--- config.mk ---
export PLATFORM = sky130hd
export DESIGN_NAME = uhp_top
export DESIGN_NICKNAME = d
export VERILOG_FILES = /design/src/include/uhp_pkg.sv /design/src/include/uhp_reg_if.sv /design/src/hw/uhp_axil_slave.sv /design/src/hw/uhp_top.sv
export SDC_FILE = /design/constraint.sdc
export NUM_CORES = 1
export LEC_CHECK = 0
export BUFFER_PORTS_ARGS = -buffer_cell sky130_fd_sc_hd__buf_2
export CELL_PAD_IN_SITES_DETAIL_PLACEMENT = 1
export CELL_PAD_IN_SITES_GLOBAL_PLACEMENT = 1
export CORE_MARGIN = 8
export CORE_UTILIZATION = 41
export DETAILED_ROUTE_END_ITERATION = 6
export PLACE_DENSITY = 0.92
export SYNTH_ARGS = -nofsm -noshare
export SYNTH_HDL_FRONTEND = slang
export SYNTH_SLANG_ARGS = --single-unit
export TNS_END_PERCENT = 50
--- constraint.sdc ---
create_clock -name CLK_SYS -period 4.5 [get_ports CLK_SYS]
set_input_delay 0.225 -clock CLK_SYS [delete_from_list [all_inputs] [get_ports CLK_SYS]]
set_output_delay 0.225 -clock CLK_SYS [all_outputs]
set_load 0.005 [all_outputs]
--- src/include/uhp_pkg.sv ---
package uhp_pkg;
  // Host channels served by the summary and mask
  localparam int NUM_CH = 8;
  localparam int ADDR_W = 12;
  // Register byte offsets
  localparam logic [11:0] OFF_CH_SUMMARY = 12'h414;
  localparam logic [11:0] OFF_CH_ENABLE = 12'h418;
  localparam logic [11:0] OFF_PORT_CS = 12'h440;
  localparam logic [11:0] OFF_IRQ_STATUS = 12'h480;
  localparam logic [11:0] OFF_IRQ_MASK = 12'h484;
  // Reset values
  localparam logic [31:0] RST_CH_SUMMARY = 32'h0000_0000;
  localparam logic [31:0] RST_CH_ENABLE = 32'h0000_0000;
  localparam logic [31:0] RST_PORT_CS = 32'h0000_0000;
  localparam logic [31:0] RST_IRQ = 32'h0000_0000;
  // Port control and status field positions
  localparam int PCS_CONN_STATE = 0;
  localparam int PCS_CONN_FLAG = 1;
  localparam int PCS_ENABLE = 2;
  localparam int PCS_EN_CHANGE = 3;
  localparam int PCS_RESUME = 6;
  localparam int PCS_SUSPEND = 7;
  localparam int PCS_RESET = 8;
  localparam int PCS_LINE_LO = 10;
  localparam int PCS_POWER = 12;
  localparam int PCS_SPEED_LO = 17;
  // Enumerated speed codes
  localparam logic [1:0] SPEED_NONE = 2'h0;
  localparam logic [1:0] SPEED_FULL = 2'h1;
  localparam logic [1:0] SPEED_LOW = 2'h2;
  // Interrupt status bit positions
  localparam int EV_CONNECT = 0;
  localparam int EV_DISCONNECT = 1;
  localparam int EV_EN_CHANGE = 2;
  localparam int EV_WAKEUP = 3;
  localparam int EV_CHANNEL = 4;
  localparam int NUM_EV = 5;
  // Line must hold steady this long before attach or detach is believed
  localparam int CLK_PERIOD_NS = 50;
  localparam int DEBOUNCE_NS = 2500;
  localparam int DEBOUNCE_CYC = (DEBOUNCE_NS + CLK_PERIOD_NS - 1) / CLK_PERIOD_NS;
  // Bus responses
  localparam logic [1:0] RESP_OKAY = 2'h0;
  localparam logic [1:0] RESP_SLVERR = 2'h2;
  localparam logic [1:0] RESP_DECERR = 2'h3;
endpackage

--- src/include/uhp_reg_if.sv ---
`timescale 1ns/10ps
`default_nettype none
// Register access strobes between the bus slave and the port logic
interface uhp_reg_if;
  logic wr_en;
  logic [11:0] wr_addr;
  logic [31:0] wr_data;
  logic [1:0] wr_resp;
  logic rd_en;
  logic [11:0] rd_addr;
  logic [31:0] rd_data;
  logic [1:0] rd_resp;
  modport bus (output wr_en, output wr_addr, output wr_data, input wr_resp,
               output rd_en, output rd_addr, input rd_data, input rd_resp);
  modport regs (input wr_en, input wr_addr, input wr_data, output wr_resp,
                input rd_en, input rd_addr, output rd_data, output rd_resp);
endinterface
`default_nettype wire

--- src/hw/uhp_axil_slave.sv ---
`timescale 1ns/10ps
`default_nettype none
module uhp_axil_slave (
  input wire logic clk,
  input wire logic rst,
  input wire logic [11:0] awaddr,
  input wire logic awvalid,
  output logic awready,
  input wire logic [31:0] wdata,
  input wire logic [3:0] wstrb,
  input wire logic wvalid,
  output logic wready,
  output logic [1:0] bresp,
  output logic bvalid,
  input wire logic bready,
  input wire logic [11:0] araddr,
  input wire logic arvalid,
  output logic arready,
  output logic [31:0] rdata,
  output logic [1:0] rresp,
  output logic rvalid,
  input wire logic rready,
  uhp_reg_if.bus rif
);
  logic aw_held_reg, w_held_reg;
  logic [11:0] awaddr_reg;
  logic [31:0] wdata_reg;
  logic [3:0] wstrb_reg;
  logic aw_take, w_take, wr_fire, ar_take;
  logic aw_held_next, w_held_next, rvalid_next;

  // Address and data may arrive in either order; fire once both are held
  assign aw_take = awvalid & awready;
  assign w_take = wvalid & wready;
  assign wr_fire = aw_held_reg & w_held_reg & ~bvalid;
  assign aw_held_next = (aw_held_reg | aw_take) & ~wr_fire;
  assign w_held_next = (w_held_reg | w_take) & ~wr_fire;
  assign ar_take = arvalid & arready;
  assign rvalid_next = ar_take | (rvalid & ~rready);

  // Partial-word writes never reach the registers
  assign rif.wr_en = wr_fire & (wstrb_reg == 4'hf);
  assign rif.wr_addr = awaddr_reg;
  assign rif.wr_data = wdata_reg;
  assign rif.rd_en = ar_take;
  assign rif.rd_addr = araddr;

  // Write channel
  always_ff @(posedge clk) begin
    if (rst) begin
      aw_held_reg <= 1'b0;
      w_held_reg <= 1'b0;
      awready <= 1'b0;
      wready <= 1'b0;
      bvalid <= 1'b0;
      bresp <= uhp_pkg::RESP_OKAY;
      awaddr_reg <= 12'h000;
      wdata_reg <= 32'h0000_0000;
      wstrb_reg <= 4'h0;
    end else begin
      aw_held_reg <= aw_held_next;
      w_held_reg <= w_held_next;
      awready <= ~aw_held_next;
      wready <= ~w_held_next;
      if (aw_take) awaddr_reg <= awaddr;
      if (w_take) begin
        wdata_reg <= wdata;
        wstrb_reg <= wstrb;
      end
      if (wr_fire) begin
        bvalid <= 1'b1;
        bresp <= (wstrb_reg == 4'hf) ? rif.wr_resp : uhp_pkg::RESP_SLVERR;
      end else if (bready) begin
        bvalid <= 1'b0;
      end
    end
  end

  // Read channel: data captured and valid raised on the same edge that takes the address
  always_ff @(posedge clk) begin
    if (rst) begin
      arready <= 1'b0;
      rvalid <= 1'b0;
      rdata <= 32'h0000_0000;
      rresp <= uhp_pkg::RESP_OKAY;
    end else begin
      arready <= ~rvalid_next;
      rvalid <= rvalid_next;
      if (ar_take) begin
        rdata <= rif.rd_data;
        rresp <= rif.rd_resp;
      end
    end
  end
endmodule
`default_nettype wire

--- src/hw/uhp_top.sv ---
`timescale 1ns/10ps
`default_nettype none
// How it works
// - A raised channel interrupt sets its bit n in the eight-bit summary.
// - Only channels with their enable mask bit set drive the global channel flag.
// - Port reset, enable change or connect flag raises the global port flag.
// - Speed field 18:17 reports 01 full speed, 10 low speed.
// - Port power bit 12 also gates attach detect and port enable; no supply is driven.
// - Line status bit 10 shows DP level, bit 11 shows DM level.
// - Reset bit 8 starts reset signalling when set, stops when cleared.
// - Writing one to suspend bit 7 puts the port in suspend.
// - Suspend stops frame starts; clears on reset, resume, wakeup or disconnect.
// - Enable sets when reset ends, never by software; disconnect, clear or power off drops it.
// - Connection sets connect flag, cleared by writing one; status shows attachment.
module uhp_top #(
  parameter int NUM_CH = uhp_pkg::NUM_CH,
  parameter int DEBOUNCE_CYC = uhp_pkg::DEBOUNCE_CYC
) (
  input wire logic CLK_SYS,
  input wire logic RST,
  input wire logic [11:0] S_AXI_AWADDR,
  input wire logic S_AXI_AWVALID,
  output logic S_AXI_AWREADY,
  input wire logic [31:0] S_AXI_WDATA,
  input wire logic [3:0] S_AXI_WSTRB,
  input wire logic S_AXI_WVALID,
  output logic S_AXI_WREADY,
  output logic [1:0] S_AXI_BRESP,
  output logic S_AXI_BVALID,
  input wire logic S_AXI_BREADY,
  input wire logic [11:0] S_AXI_ARADDR,
  input wire logic S_AXI_ARVALID,
  output logic S_AXI_ARREADY,
  output logic [31:0] S_AXI_RDATA,
  output logic [1:0] S_AXI_RRESP,
  output logic S_AXI_RVALID,
  input wire logic S_AXI_RREADY,
  input wire logic [NUM_CH-1:0] CH_IRQ,
  input wire logic DP_IN,
  input wire logic DM_IN,
  output logic PORT_RESET_DRV,
  output logic PORT_RESUME_DRV,
  output logic PORT_POWERED,
  output logic SOF_ENABLE,
  output logic HOST_CH_FLAG,
  output logic HOST_PORT_FLAG,
  output logic IRQ
);
  localparam int CNT_W = $clog2(DEBOUNCE_CYC + 1);
  localparam logic [CNT_W-1:0] CNT_LAST = CNT_W'(DEBOUNCE_CYC - 1);

  uhp_reg_if rif ();

  // Set wins over a clear written in the same cycle
  function automatic logic sticky(input logic cur, input logic set, input logic clr);
    sticky = set | (cur & ~clr);
  endfunction

  uhp_axil_slave u_bus (
    .clk(CLK_SYS),
    .rst(RST),
    .awaddr(S_AXI_AWADDR),
    .awvalid(S_AXI_AWVALID),
    .awready(S_AXI_AWREADY),
    .wdata(S_AXI_WDATA),
    .wstrb(S_AXI_WSTRB),
    .wvalid(S_AXI_WVALID),
    .wready(S_AXI_WREADY),
    .bresp(S_AXI_BRESP),
    .bvalid(S_AXI_BVALID),
    .bready(S_AXI_BREADY),
    .araddr(S_AXI_ARADDR),
    .arvalid(S_AXI_ARVALID),
    .arready(S_AXI_ARREADY),
    .rdata(S_AXI_RDATA),
    .rresp(S_AXI_RRESP),
    .rvalid(S_AXI_RVALID),
    .rready(S_AXI_RREADY),
    .rif(rif)
  );

  logic [NUM_CH-1:0] ch_summary_reg;
  logic [NUM_CH-1:0] channel_irq_mask;
  logic dp_meta_reg, dp_sync_reg, dm_meta_reg, dm_sync_reg;
  logic [1:0] line_state;
  logic port_power_bit, port_reset_bit, port_reset_d_reg;
  logic port_resume_bit, port_suspend_bit, port_enable_bit;
  logic connect_state, connect_detected_flag, enable_change_flag;
  logic [1:0] enumerated_speed;
  logic [CNT_W-1:0] debounce_reg;
  logic [uhp_pkg::NUM_EV-1:0] irq_status_reg, irq_mask_reg;
  logic ch_flag_d_reg;
  logic wr_pcs, wr_enable, wr_status, wr_mask;
  logic [31:0] wd;
  logic attached, lines_driven, connect_next, conn_ev, disc_ev;
  logic reset_done, wake_ev, enable_next, enchg_ev;
  logic [uhp_pkg::NUM_EV-1:0] ev;

  // Write decode, one strobe per register except the read-only summary
  assign wd = rif.wr_data;
  assign wr_pcs = rif.wr_en & (rif.wr_addr == uhp_pkg::OFF_PORT_CS);
  assign wr_enable = rif.wr_en & (rif.wr_addr == uhp_pkg::OFF_CH_ENABLE);
  assign wr_status = rif.wr_en & (rif.wr_addr == uhp_pkg::OFF_IRQ_STATUS);
  assign wr_mask = rif.wr_en & (rif.wr_addr == uhp_pkg::OFF_IRQ_MASK);

  // Write answer: the summary accepts writes but keeps no data
  always_comb begin
    case (rif.wr_addr)
      uhp_pkg::OFF_CH_SUMMARY,
      uhp_pkg::OFF_CH_ENABLE,
      uhp_pkg::OFF_PORT_CS,
      uhp_pkg::OFF_IRQ_STATUS,
      uhp_pkg::OFF_IRQ_MASK: rif.wr_resp = uhp_pkg::RESP_OKAY;
      default: rif.wr_resp = uhp_pkg::RESP_DECERR;
    endcase
  end

  // Read multiplexer; unused bits read as zero
  always_comb begin
    rif.rd_data = 32'h0000_0000;
    rif.rd_resp = uhp_pkg::RESP_OKAY;
    case (rif.rd_addr)
      uhp_pkg::OFF_CH_SUMMARY: begin
        rif.rd_data[NUM_CH-1:0] = ch_summary_reg;
      end
      uhp_pkg::OFF_CH_ENABLE: begin
        rif.rd_data[NUM_CH-1:0] = channel_irq_mask;
      end
      uhp_pkg::OFF_PORT_CS: begin
        rif.rd_data[uhp_pkg::PCS_CONN_STATE] = connect_state;
        rif.rd_data[uhp_pkg::PCS_CONN_FLAG] = connect_detected_flag;
        rif.rd_data[uhp_pkg::PCS_ENABLE] = port_enable_bit;
        rif.rd_data[uhp_pkg::PCS_EN_CHANGE] = enable_change_flag;
        rif.rd_data[uhp_pkg::PCS_RESUME] = port_resume_bit;
        rif.rd_data[uhp_pkg::PCS_SUSPEND] = port_suspend_bit;
        rif.rd_data[uhp_pkg::PCS_RESET] = port_reset_bit;
        rif.rd_data[uhp_pkg::PCS_LINE_LO +: 2] = line_state;
        rif.rd_data[uhp_pkg::PCS_POWER] = port_power_bit;
        rif.rd_data[uhp_pkg::PCS_SPEED_LO +: 2] = enumerated_speed;
      end
      uhp_pkg::OFF_IRQ_STATUS: begin
        rif.rd_data[uhp_pkg::NUM_EV-1:0] = irq_status_reg;
      end
      uhp_pkg::OFF_IRQ_MASK: begin
        rif.rd_data[uhp_pkg::NUM_EV-1:0] = irq_mask_reg;
      end
      default: begin
        rif.rd_resp = uhp_pkg::RESP_DECERR;
      end
    endcase
  end

  // Channel flags come from same-clock channel logic, so no synchroniser
  always_ff @(posedge CLK_SYS) begin
    if (RST) begin
      ch_summary_reg <= NUM_CH'(uhp_pkg::RST_CH_SUMMARY);
    end else begin
      ch_summary_reg <= CH_IRQ;
    end
  end

  // Channel enable mask
  always_ff @(posedge CLK_SYS) begin
    if (RST) begin
      channel_irq_mask <= NUM_CH'(uhp_pkg::RST_CH_ENABLE);
    end else if (wr_enable) begin
      channel_irq_mask <= wd[NUM_CH-1:0];
    end
  end

  // Global channel flag: masked channels never reach it
  always_ff @(posedge CLK_SYS) begin
    if (RST) begin
      HOST_CH_FLAG <= 1'b0;
      ch_flag_d_reg <= 1'b0;
    end else begin
      HOST_CH_FLAG <= |(ch_summary_reg & channel_irq_mask);
      ch_flag_d_reg <= HOST_CH_FLAG;
    end
  end

  // Data lines are asynchronous pins: two flops before use
  always_ff @(posedge CLK_SYS) begin
    if (RST) begin
      dp_meta_reg <= 1'b0;
      dp_sync_reg <= 1'b0;
      dm_meta_reg <= 1'b0;
      dm_sync_reg <= 1'b0;
    end else begin
      dp_meta_reg <= DP_IN;
      dp_sync_reg <= dp_meta_reg;
      dm_meta_reg <= DM_IN;
      dm_sync_reg <= dm_meta_reg;
    end
  end

  // Line status, one cycle behind the synchronised pins
  always_ff @(posedge CLK_SYS) begin
    if (RST) begin
      line_state <= 2'h0;
    end else begin
      line_state <= {dm_sync_reg, dp_sync_reg};
    end
  end

  // Port power is a flag that also gates attach detect and enable; this block drives no supply
  always_ff @(posedge CLK_SYS) begin
    if (RST) begin
      port_power_bit <= 1'b0;
    end else if (wr_pcs) begin
      port_power_bit <= wd[uhp_pkg::PCS_POWER];
    end
  end

  // Reset and resume signalling follow the written bits directly
  always_ff @(posedge CLK_SYS) begin
    if (RST) begin
      port_reset_bit <= 1'b0;
      port_reset_d_reg <= 1'b0;
      port_resume_bit <= 1'b0;
    end else begin
      if (wr_pcs) begin
        port_reset_bit <= wd[uhp_pkg::PCS_RESET];
        port_resume_bit <= wd[uhp_pkg::PCS_RESUME];
      end
      port_reset_d_reg <= port_reset_bit;
    end
  end

  // Attach detect. While the host drives the lines the reading is
  // meaningless, so the last verdict is held instead of seeing SE0.
  assign attached = port_power_bit & (dp_sync_reg | dm_sync_reg);
  assign lines_driven = port_reset_bit | port_resume_bit;
  assign connect_next = (debounce_reg == CNT_LAST) ? attached : connect_state;
  assign conn_ev = ~connect_state & connect_next;
  assign disc_ev = connect_state & ~connect_next;

  // Debounce: the line must disagree for the whole window to flip state
  always_ff @(posedge CLK_SYS) begin
    if (RST) begin
      debounce_reg <= '0;
    end else if (lines_driven || attached == connect_state || debounce_reg == CNT_LAST) begin
      debounce_reg <= '0;
    end else begin
      debounce_reg <= debounce_reg + CNT_W'(1);
    end
  end

  // Connect status and connect flag; a write of one clears the flag
  always_ff @(posedge CLK_SYS) begin
    if (RST) begin
      connect_state <= 1'b0;
      connect_detected_flag <= 1'b0;
    end else begin
      connect_state <= lines_driven ? connect_state : connect_next;
      connect_detected_flag <= sticky(connect_detected_flag, conn_ev & ~lines_driven,
                                      wr_pcs & wd[uhp_pkg::PCS_CONN_FLAG]);
    end
  end

  // Speed is taken from the idle line at attach: DP high full, DM high low
  always_ff @(posedge CLK_SYS) begin
    if (RST) begin
      enumerated_speed <= uhp_pkg::SPEED_NONE;
    end else if (!lines_driven && disc_ev) begin
      enumerated_speed <= uhp_pkg::SPEED_NONE;
    end else if (!lines_driven && conn_ev) begin
      enumerated_speed <= dp_sync_reg ? uhp_pkg::SPEED_FULL : uhp_pkg::SPEED_LOW;
    end
  end

  // Port enable: only the end of reset signalling can set it
  assign reset_done = port_reset_d_reg & ~port_reset_bit & connect_state;
  always_comb begin
    enable_next = port_enable_bit;
    if (reset_done) begin
      enable_next = 1'b1;
    end
    if ((disc_ev && !lines_driven) || !port_power_bit || (wr_pcs && wd[uhp_pkg::PCS_ENABLE])) begin
      enable_next = 1'b0;
    end
  end
  assign enchg_ev = enable_next ^ port_enable_bit;

  // Enable and its change flag
  always_ff @(posedge CLK_SYS) begin
    if (RST) begin
      port_enable_bit <= 1'b0;
      enable_change_flag <= 1'b0;
    end else begin
      port_enable_bit <= enable_next;
      enable_change_flag <= sticky(enable_change_flag, enchg_ev,
                                   wr_pcs & wd[uhp_pkg::PCS_EN_CHANGE]);
    end
  end

  // Remote wakeup is a K state from the device while suspended
  assign wake_ev = port_suspend_bit & ~lines_driven &
                   ((enumerated_speed == uhp_pkg::SPEED_LOW) ? (dp_sync_reg & ~dm_sync_reg)
                                                              : (dm_sync_reg & ~dp_sync_reg));

  // Suspend: software sets it, only port events clear it; a zero write is ignored
  always_ff @(posedge CLK_SYS) begin
    if (RST) begin
      port_suspend_bit <= 1'b0;
    end else if (port_reset_bit || port_resume_bit || wake_ev || disc_ev) begin
      port_suspend_bit <= 1'b0;
    end else if (wr_pcs && wd[uhp_pkg::PCS_SUSPEND]) begin
      port_suspend_bit <= 1'b1;
    end
  end

  // Frame starts only run on an enabled, awake port
  always_ff @(posedge CLK_SYS) begin
    if (RST) begin
      SOF_ENABLE <= 1'b0;
    end else begin
      SOF_ENABLE <= port_enable_bit & ~port_suspend_bit & ~port_reset_bit;
    end
  end

  // Registered copies of the port controls for the transceiver
  always_ff @(posedge CLK_SYS) begin
    if (RST) begin
      PORT_RESET_DRV <= 1'b0;
      PORT_RESUME_DRV <= 1'b0;
      PORT_POWERED <= 1'b0;
    end else begin
      PORT_RESET_DRV <= port_reset_bit;
      PORT_RESUME_DRV <= port_resume_bit;
      PORT_POWERED <= port_power_bit;
    end
  end

  // Global port flag is a level while any port flag stands
  always_ff @(posedge CLK_SYS) begin
    if (RST) begin
      HOST_PORT_FLAG <= 1'b0;
    end else begin
      HOST_PORT_FLAG <= port_reset_bit | enable_change_flag | connect_detected_flag;
    end
  end

  // Interrupt events, each a one-cycle pulse
  always_comb begin
    ev = '0;
    ev[uhp_pkg::EV_CONNECT] = conn_ev & ~lines_driven;
    ev[uhp_pkg::EV_DISCONNECT] = disc_ev & ~lines_driven;
    ev[uhp_pkg::EV_EN_CHANGE] = enchg_ev;
    ev[uhp_pkg::EV_WAKEUP] = wake_ev;
    ev[uhp_pkg::EV_CHANNEL] = HOST_CH_FLAG & ~ch_flag_d_reg;
  end

  // Sticky status, write one to clear; set wins in the same cycle
  always_ff @(posedge CLK_SYS) begin
    if (RST) begin
      irq_status_reg <= uhp_pkg::NUM_EV'(uhp_pkg::RST_IRQ);
    end else begin
      for (int i = 0; i < uhp_pkg::NUM_EV; i++) begin
        irq_status_reg[i] <= sticky(irq_status_reg[i], ev[i], wr_status & wd[i]);
      end
    end
  end

  // Interrupt mask
  always_ff @(posedge CLK_SYS) begin
    if (RST) begin
      irq_mask_reg <= uhp_pkg::NUM_EV'(uhp_pkg::RST_IRQ);
    end else if (wr_mask) begin
      irq_mask_reg <= wd[uhp_pkg::NUM_EV-1:0];
    end
  end

  // One level interrupt, a cycle behind the status
  always_ff @(posedge CLK_SYS) begin
    if (RST) begin
      IRQ <= 1'b0;
    end else begin
      IRQ <= |(irq_status_reg & irq_mask_reg);
    end
  end
endmodule
`default_nettype wire

==> metrics.cfg, run 1 <==
[clock_tree]
clock_sinks = 106
cts_resized = 0
cts_setup_buffers = 0
clock_latency_ns = 0.36
cts_hold_buffers = 0
numCtsBuffers = 9
path_clk_slew_ns = 0.10
ctsLongestPathBuffers = 2
cts_tree = done
cts_max_level = 3
cts_root_buf = clkbuf_8

[die]
fp-row-count = 37
core-area_um2 = 10300
ios = 125
dieWidth_um = 119
design.die.area_um2 = 14100
start_util_pct = 42.2
die_height_um = 119

[pwr]
peakVddDrop_uv = 153
power_uw = 1740
leakagePower_uw = 0.00191
power.density_nw_per_um2 = 350

[placement]
dpl_cell_area_um2 = 4740
dp_worst_setup_slack_ns = 2.03
dpl.hpwl_mm = 8.76
gp_congestion = 0.842
portBuffers = 84

[run]
max-cap-violations = 0

[finish]
design_area_um2 = 4960
syn_to_final_growth_pct = 14.3
largest_reg_flops = 14
final_common_cell = dfxtp_1
drive_gt1_share_pct = 19.7
fill_cells = 1284
diodes = 0
nets = 638
multi_input_area_um2 = 2000
final_cell_mix = dfxtp_1, buf_2, nand2_1, a21oi_1, nor2_1
final-seq-area_um2 = 2120
top_register = u_bus.rdata

[route]
wl_met1_mm = 5.44
firstDrtPassIters = 4
vias = 3663
highest_layer = met4
wl_met3_um = 723
via_per_inst = 5.24
wl_met2_mm = 5.54
drt-initial-drc-count = 202
wl_mm = 11.9
drc = 0
routedWlPerCell_um = 17.1
drtAntennaViolNets = 0

[status]
status = finished, final reports clean

[logic_synthesis]
synth-compound-area-share_pct = 14.9
synth_edf_count = 0
yosys.area_share.xor_xnor_pct = 1.01
async_flop_share_pct = 0
syn_area_per_cell_um2 = 8.83
yosysWarnings = 0
yosysSeqAreaShare_pct = 48.9
postSynthCellCount = 491
synth.cell_area_um2 = 4340
synth_fa_ha_area_share_pct = 0.577
muxShareOfSynthArea_pct = 4.16
yosys.area_share.simple_pct = 24.0
synth_top_family_by_area = simple AND/OR/NAND/NOR gates
ys.flop_type = dfxtp_1
ys_types = 57
ys_ff_latch = 106

[grt]
antenna_found_initial = 0
grt_util_all_layers_pct = 16.8
grt_pass1_wl_mm = 19.8
grt-ovfl-total = 0
grt_max_degree = 51
grt_pass1_vias = 3941

[sta]
fin_crit_ns = 2.49
final.setup.worst_slack_ns = 2.01
rsz0062_at_grt = no
worst_slew_pin_slew_ns = 0.800
tns_ns = 0
finalHoldViolCount = 0
min_period_over_period_pct = 55.4
clock_skew_ns = 0.0114
whs_ns = 0.0763
setup_viol = 0
maxSlewViolCount = 0
timing.fmax_ghz = 0.401
relSlewSlack_pct = 46.7

[setup_path]
cp-start-kind = flip-flop
crit_start = u_bus.rif.wr_addr[5]$_SDFFE_PP0P_
timing_worst_setup_path_type = reg -> reg
crit_fanout = 12
cp_data_required_time_ns = 4.76
r2r_start = u_bus.rif.wr_addr[5]$_SDFFE_PP0P_
cp-end-kind = flip-flop
crit_arrival_ns = 2.75

[min_path]
min_from = CH_IRQ[0]
hp-class = in -> reg

[through the flow]
step	instances	utilization [%]
finish	699	48.2
global route	699	48.2
CTS	699	48.2
detailed placement	684	46.1
global placement	684	46.1
floorplan	508	-
[final timing paths]
kind	cells after the start	end	slack (ns)
max	5	irq_status_reg[2]$_SDFF_PP0_	2.01
min	2	ch_summary_reg[0]$_SDFF_PP0_	0.08
max reg2reg	5	irq_status_reg[2]$_SDFF_PP0_	2.01
min reg2reg	1	dp_sync_reg$_SDFF_PP0_	0.44
[critical path: stages (launching register included)]
cell and delay (ns):
dfxtp_1 0.32, or4b_4 0.54, or4_4 0.62, nor4_2 0.44
nor4b_1 0.12, a311o_1 0.33
[power by group]
group / leakage [uW] / internal [uW] / switching, uW / total [uW]
registers: 0.000862 / 964 / 20.2 / 984
clock network: 0.000106 / 327 / 307 / 634
logic: 0.000938 / 46.4 / 71.0 / 117
[synthesized netlist by cell type (3+ instances only)]
cell type | number | area (um^2)
nor4b_1 | 4 | 35.0
a2bb2oi_1 | 5 | 43.8
o21ai_0 | 14 | 70.1
nand2_1 | 79 | 297
clkbuf_1 | 21 | 78.8
nand3_1 | 11 | 55.1
and2_1 | 5 | 31.3
inv_1 | 5 | 18.8
dfxtp_1 | 106 | 2120
mux2i_1 | 18 | 180
nand2b_1 | 3 | 18.8
nor2b_1 | 22 | 138
buf_4 | 19 | 143
a22oi_1 | 5 | 37.5
xnor2_1 | 3 | 26.3
a21oi_1 | 57 | 285
nor3_1 | 10 | 50.1
a221oi_1 | 5 | 43.8
o211ai_1 | 4 | 30.0
nor4_1 | 3 | 18.8
nand4_1 | 3 | 18.8
nor2_1 | 40 | 150
nand3b_1 | 3 | 22.5
[area by class of cell]
cell class | instances | area share (%)
clock buffers | 11 | 2.85
clock inverters | 4 | 1.54
well taps | 136 | 3.43
repair buffers | 85 | 8.63
flip-flops and latches | 106 | 42.8
inverters | 5 | 0.379
multi-input cells | 352 | 40.4
[logic make-up (layout without fill, tap and decap cells)]
family / Yosys count / count (layout)
other: 1 / 18
AOI/OAI and AO/OA: 105 / 105
DFF: 106 / 106
buffers and inverters: 50 / 105
adders and majority gates: 2 / 2
xor gates and xnor gates: 5 / 5
muxes: 18 / 18
and+or+nand+nor: 204 / 204
[routing by layer]
metal,vias up,track usage (%)
li1,1796,-
met1,1731,20.8
met2,117,27.4
met3,19,4.96
met4,0,6.01
met5,-,0
Note: power is estimated with default switching activity, not from simulation.
==> run 2: changes to the inputs <==
--- a/config.mk
+++ b/config.mk
@@ -9,9 +9,9 @@
 export CELL_PAD_IN_SITES_DETAIL_PLACEMENT = 1
 export CELL_PAD_IN_SITES_GLOBAL_PLACEMENT = 1
 export CORE_MARGIN = 8
-export CORE_UTILIZATION = 41
+export CORE_UTILIZATION = 38
 export DETAILED_ROUTE_END_ITERATION = 6
-export PLACE_DENSITY = 0.92
+export PLACE_DENSITY = 0.86
 export SYNTH_ARGS = -nofsm -noshare
 export SYNTH_HDL_FRONTEND = slang
 export SYNTH_SLANG_ARGS = --single-unit
==> constraint.sdc (replaced) <==
create_clock -name CLK_SYS -period 2.3 [get_ports CLK_SYS]
set_input_delay 0.115 -clock CLK_SYS [delete_from_list [all_inputs] [get_ports CLK_SYS]]
set_output_delay 0.115 -clock CLK_SYS [all_outputs]
set_load 0.005 [all_outputs]
==> run 2 against run 1 <==
Non-clock buffer count rose by 24. Die area rose by 6.8%. Critical path depth did not move. Via count rose by 5.4%. Clock skew fell by 0.0042 ns. Total power rose by 130%. Sequential power rose by 96%. First-iteration DRC count rose by 23%. Final cell count rose by 4.6%.
==> metrics.cfg, run 2 (same netlist as run 1, synthesis figures left out) <==
[finish]
final_cell_mix = dfxtp_1, buf_2, nand2_1, a21oi_1, nor2_1
drive_gt1_share_pct = 21.3
nets = 662
final_common_cell = dfxtp_1
top_register = u_bus.rdata
largest_reg_flops = 14
diodes = 0
utilization_pct = 47.3
syn_to_final_growth_pct = 23.1

[setup_path]
r2r_setup_slack_ns = 0.009
cp_data_required_time_ns = 2.51
r2r_end = channel_irq_mask[2]$_SDFFE_PP0P_
crit_fanout = 8
timing_worst_setup_path_type = reg -> reg
cp-end-kind = flip-flop
r2r_start = u_bus.rif.wr_addr[5]$_SDFFE_PP0P_
cp_slowest_cell = or4_4
slowest_delay_ns = 0.57
worstPathCellList = or4b_4 -> or4_4 -> and2b_4 -> mux2i_2 -> nor2_1
crit_arrival_ns = 2.51
cp-start-kind = flip-flop
reg2regPathDepth = 5

[route]
vias = 3862
firstDrtPassIters = 7
drt-initial-drc-count = 248
highest_layer = met4
wl_met1_mm = 5.32
wl_mm = 12.8
via_per_inst = 5.28
drtAntennaViolNets = 0
wl_met2_mm = 6.27
drc = 0
wl_met3_um = 945
routedWlPerCell_um = 17.5

[die]
core-area_um2 = 11300
dieWidth_um = 123
die_height_um = 123
design.die.area_um2 = 15100
ios = 125
fp-row-count = 39
start_util_pct = 38.5

[min_path]
min_from = CH_IRQ[0]
worstHoldEndpoint = ch_summary_reg[0]$_SDFF_PP0_
hp-class = in -> reg
whs_path_depth = 2

[grt]
grt_max_degree = 54
grt_util_all_layers_pct = 17.4
grt_pass1_vias = 4167
antenna_found_initial = 0
grt-ovfl-total = 0
grt_pass1_wl_mm = 20.9

[sta]
fin_crit_ns = 2.29
tns_ns = 0
timing.fmax_ghz = 0.436
relSlewSlack_pct = 56.9
worst_slew_pin_slew_ns = 0.647
whs_ns = 0.00663
finalHoldViolCount = 0
rsz0062_at_grt = yes
final.setup.worst_slack_ns = 0.00871
maxSlewViolCount = 0
min_period_over_period_pct = 99.6
clock_skew_ns = 0.00723
setup_viol = 0

[run]
max-cap-violations = 0

[clock_tree]
cts_root_buf = clkbuf_16
cts_max_level = 3
cts_tree = done
clock_latency_ns = 0.35
clock_sinks = 106
numCtsBuffers = 9
path_clk_slew_ns = 0.07
ctsLongestPathBuffers = 2

[placement]
gp_congestion = 0.809
dpl.hpwl_mm = 9.19
portBuffers = 84
dp_worst_setup_slack_ns = -0.0520

[pwr]
leakagePower_uw = 0.00207
power.density_nw_per_um2 = 746
peakVddDrop_uv = 372

[status]
status = finished, final reports clean

==> run 2: cell type report <==
class,instances,area [um^2]
Inverter,5,18.8
Fill cell,1340,5940
Sequential cell,106,2120
Tap cell,143,179
Clock buffer,10,239
Clock inverter,6,114
Timing Repair Buffer,109,646
Multi-Input combinational cell,352,2020
==> run 2: per-layer routing <==
| layer | vias to the layer above | GRT usage [%] |
|---|---|---|
| li1 | 1850 | - |
| met1 | 1859 | 20.3 |
| met2 | 134 | 30.0 |
| met3 | 19 | 4.88 |
| met4 | 0 | 6.17 |
| met5 | - | 0 |
==> run 2: worst max-delay path: cells and delay by family, from the launching register on <==
family | cells | cell delay [ns]
mux | 1 | 0.27
flops | 1 | 0.32
simple gates | 4 | 1.57
==> run 2: power breakdown <==
| group | internal (uW) | total (uW) | switching, uW |
|---|---|---|---|
| clock network | 1100 | 1800 | 701 |
| registers | 1890 | 1930 | 44.2 |
| logic | 110 | 254 | 144 |
| total | 3090 | 3980 | 890 |
==> run 2: metrics by stage <==
step           instance area (um^2)  power (uW)  instances
3_5_place_dp                   4820        2200        700
6_report                       5340        3980        731
5_1_grt                        5340        4130        731
4_1_cts                        5320        4010        730
2_1_floorplan                  4400        2110        508
3_3_place_gp                   4820        2180        700
==> run 2: how the worst max path moves through the flow <==
stage,start,depth (start not counted),endpoint
final,u_bus.rif.wr_addr[5]$_SDFFE_PP0P_,5,channel_irq_mask[2]$_SDFFE_PP0P_
after global routing,u_bus.rif.wr_addr[5]$_SDFFE_PP0P_,5,channel_irq_mask[2]$_SDFFE_PP0P_
after CTS,u_bus.rif.wr_addr[5]$_SDFFE_PP0P_,5,channel_irq_mask[2]$_SDFFE_PP0P_
after detailed placement,u_bus.rif.wr_addr[5]$_SDFFE_PP0P_,5,irq_status_reg[2]$_SDFF_PP0_
after global placement,u_bus.rif.wr_addr[5]$_SDFFE_PP0P_,5,irq_status_reg[2]$_SDFF_PP0_
after floorplan,u_bus.rif.wr_addr[5]$_SDFFE_PP0P_,6,enable_change_flag$_SDFF_PP0_
==> run 2: repair_timing <==
action / 4_1_cts / 5_1_grt
endpoints found under the setup margin: 5 / 10
pin swaps: 1 / 2
hold endpoints to repair: 14 / 1
hold buffers: 14 / 1
buffers inserted: 0 / 0
gates cloned: 0 / 0
gates resized for setup: 3 / 2
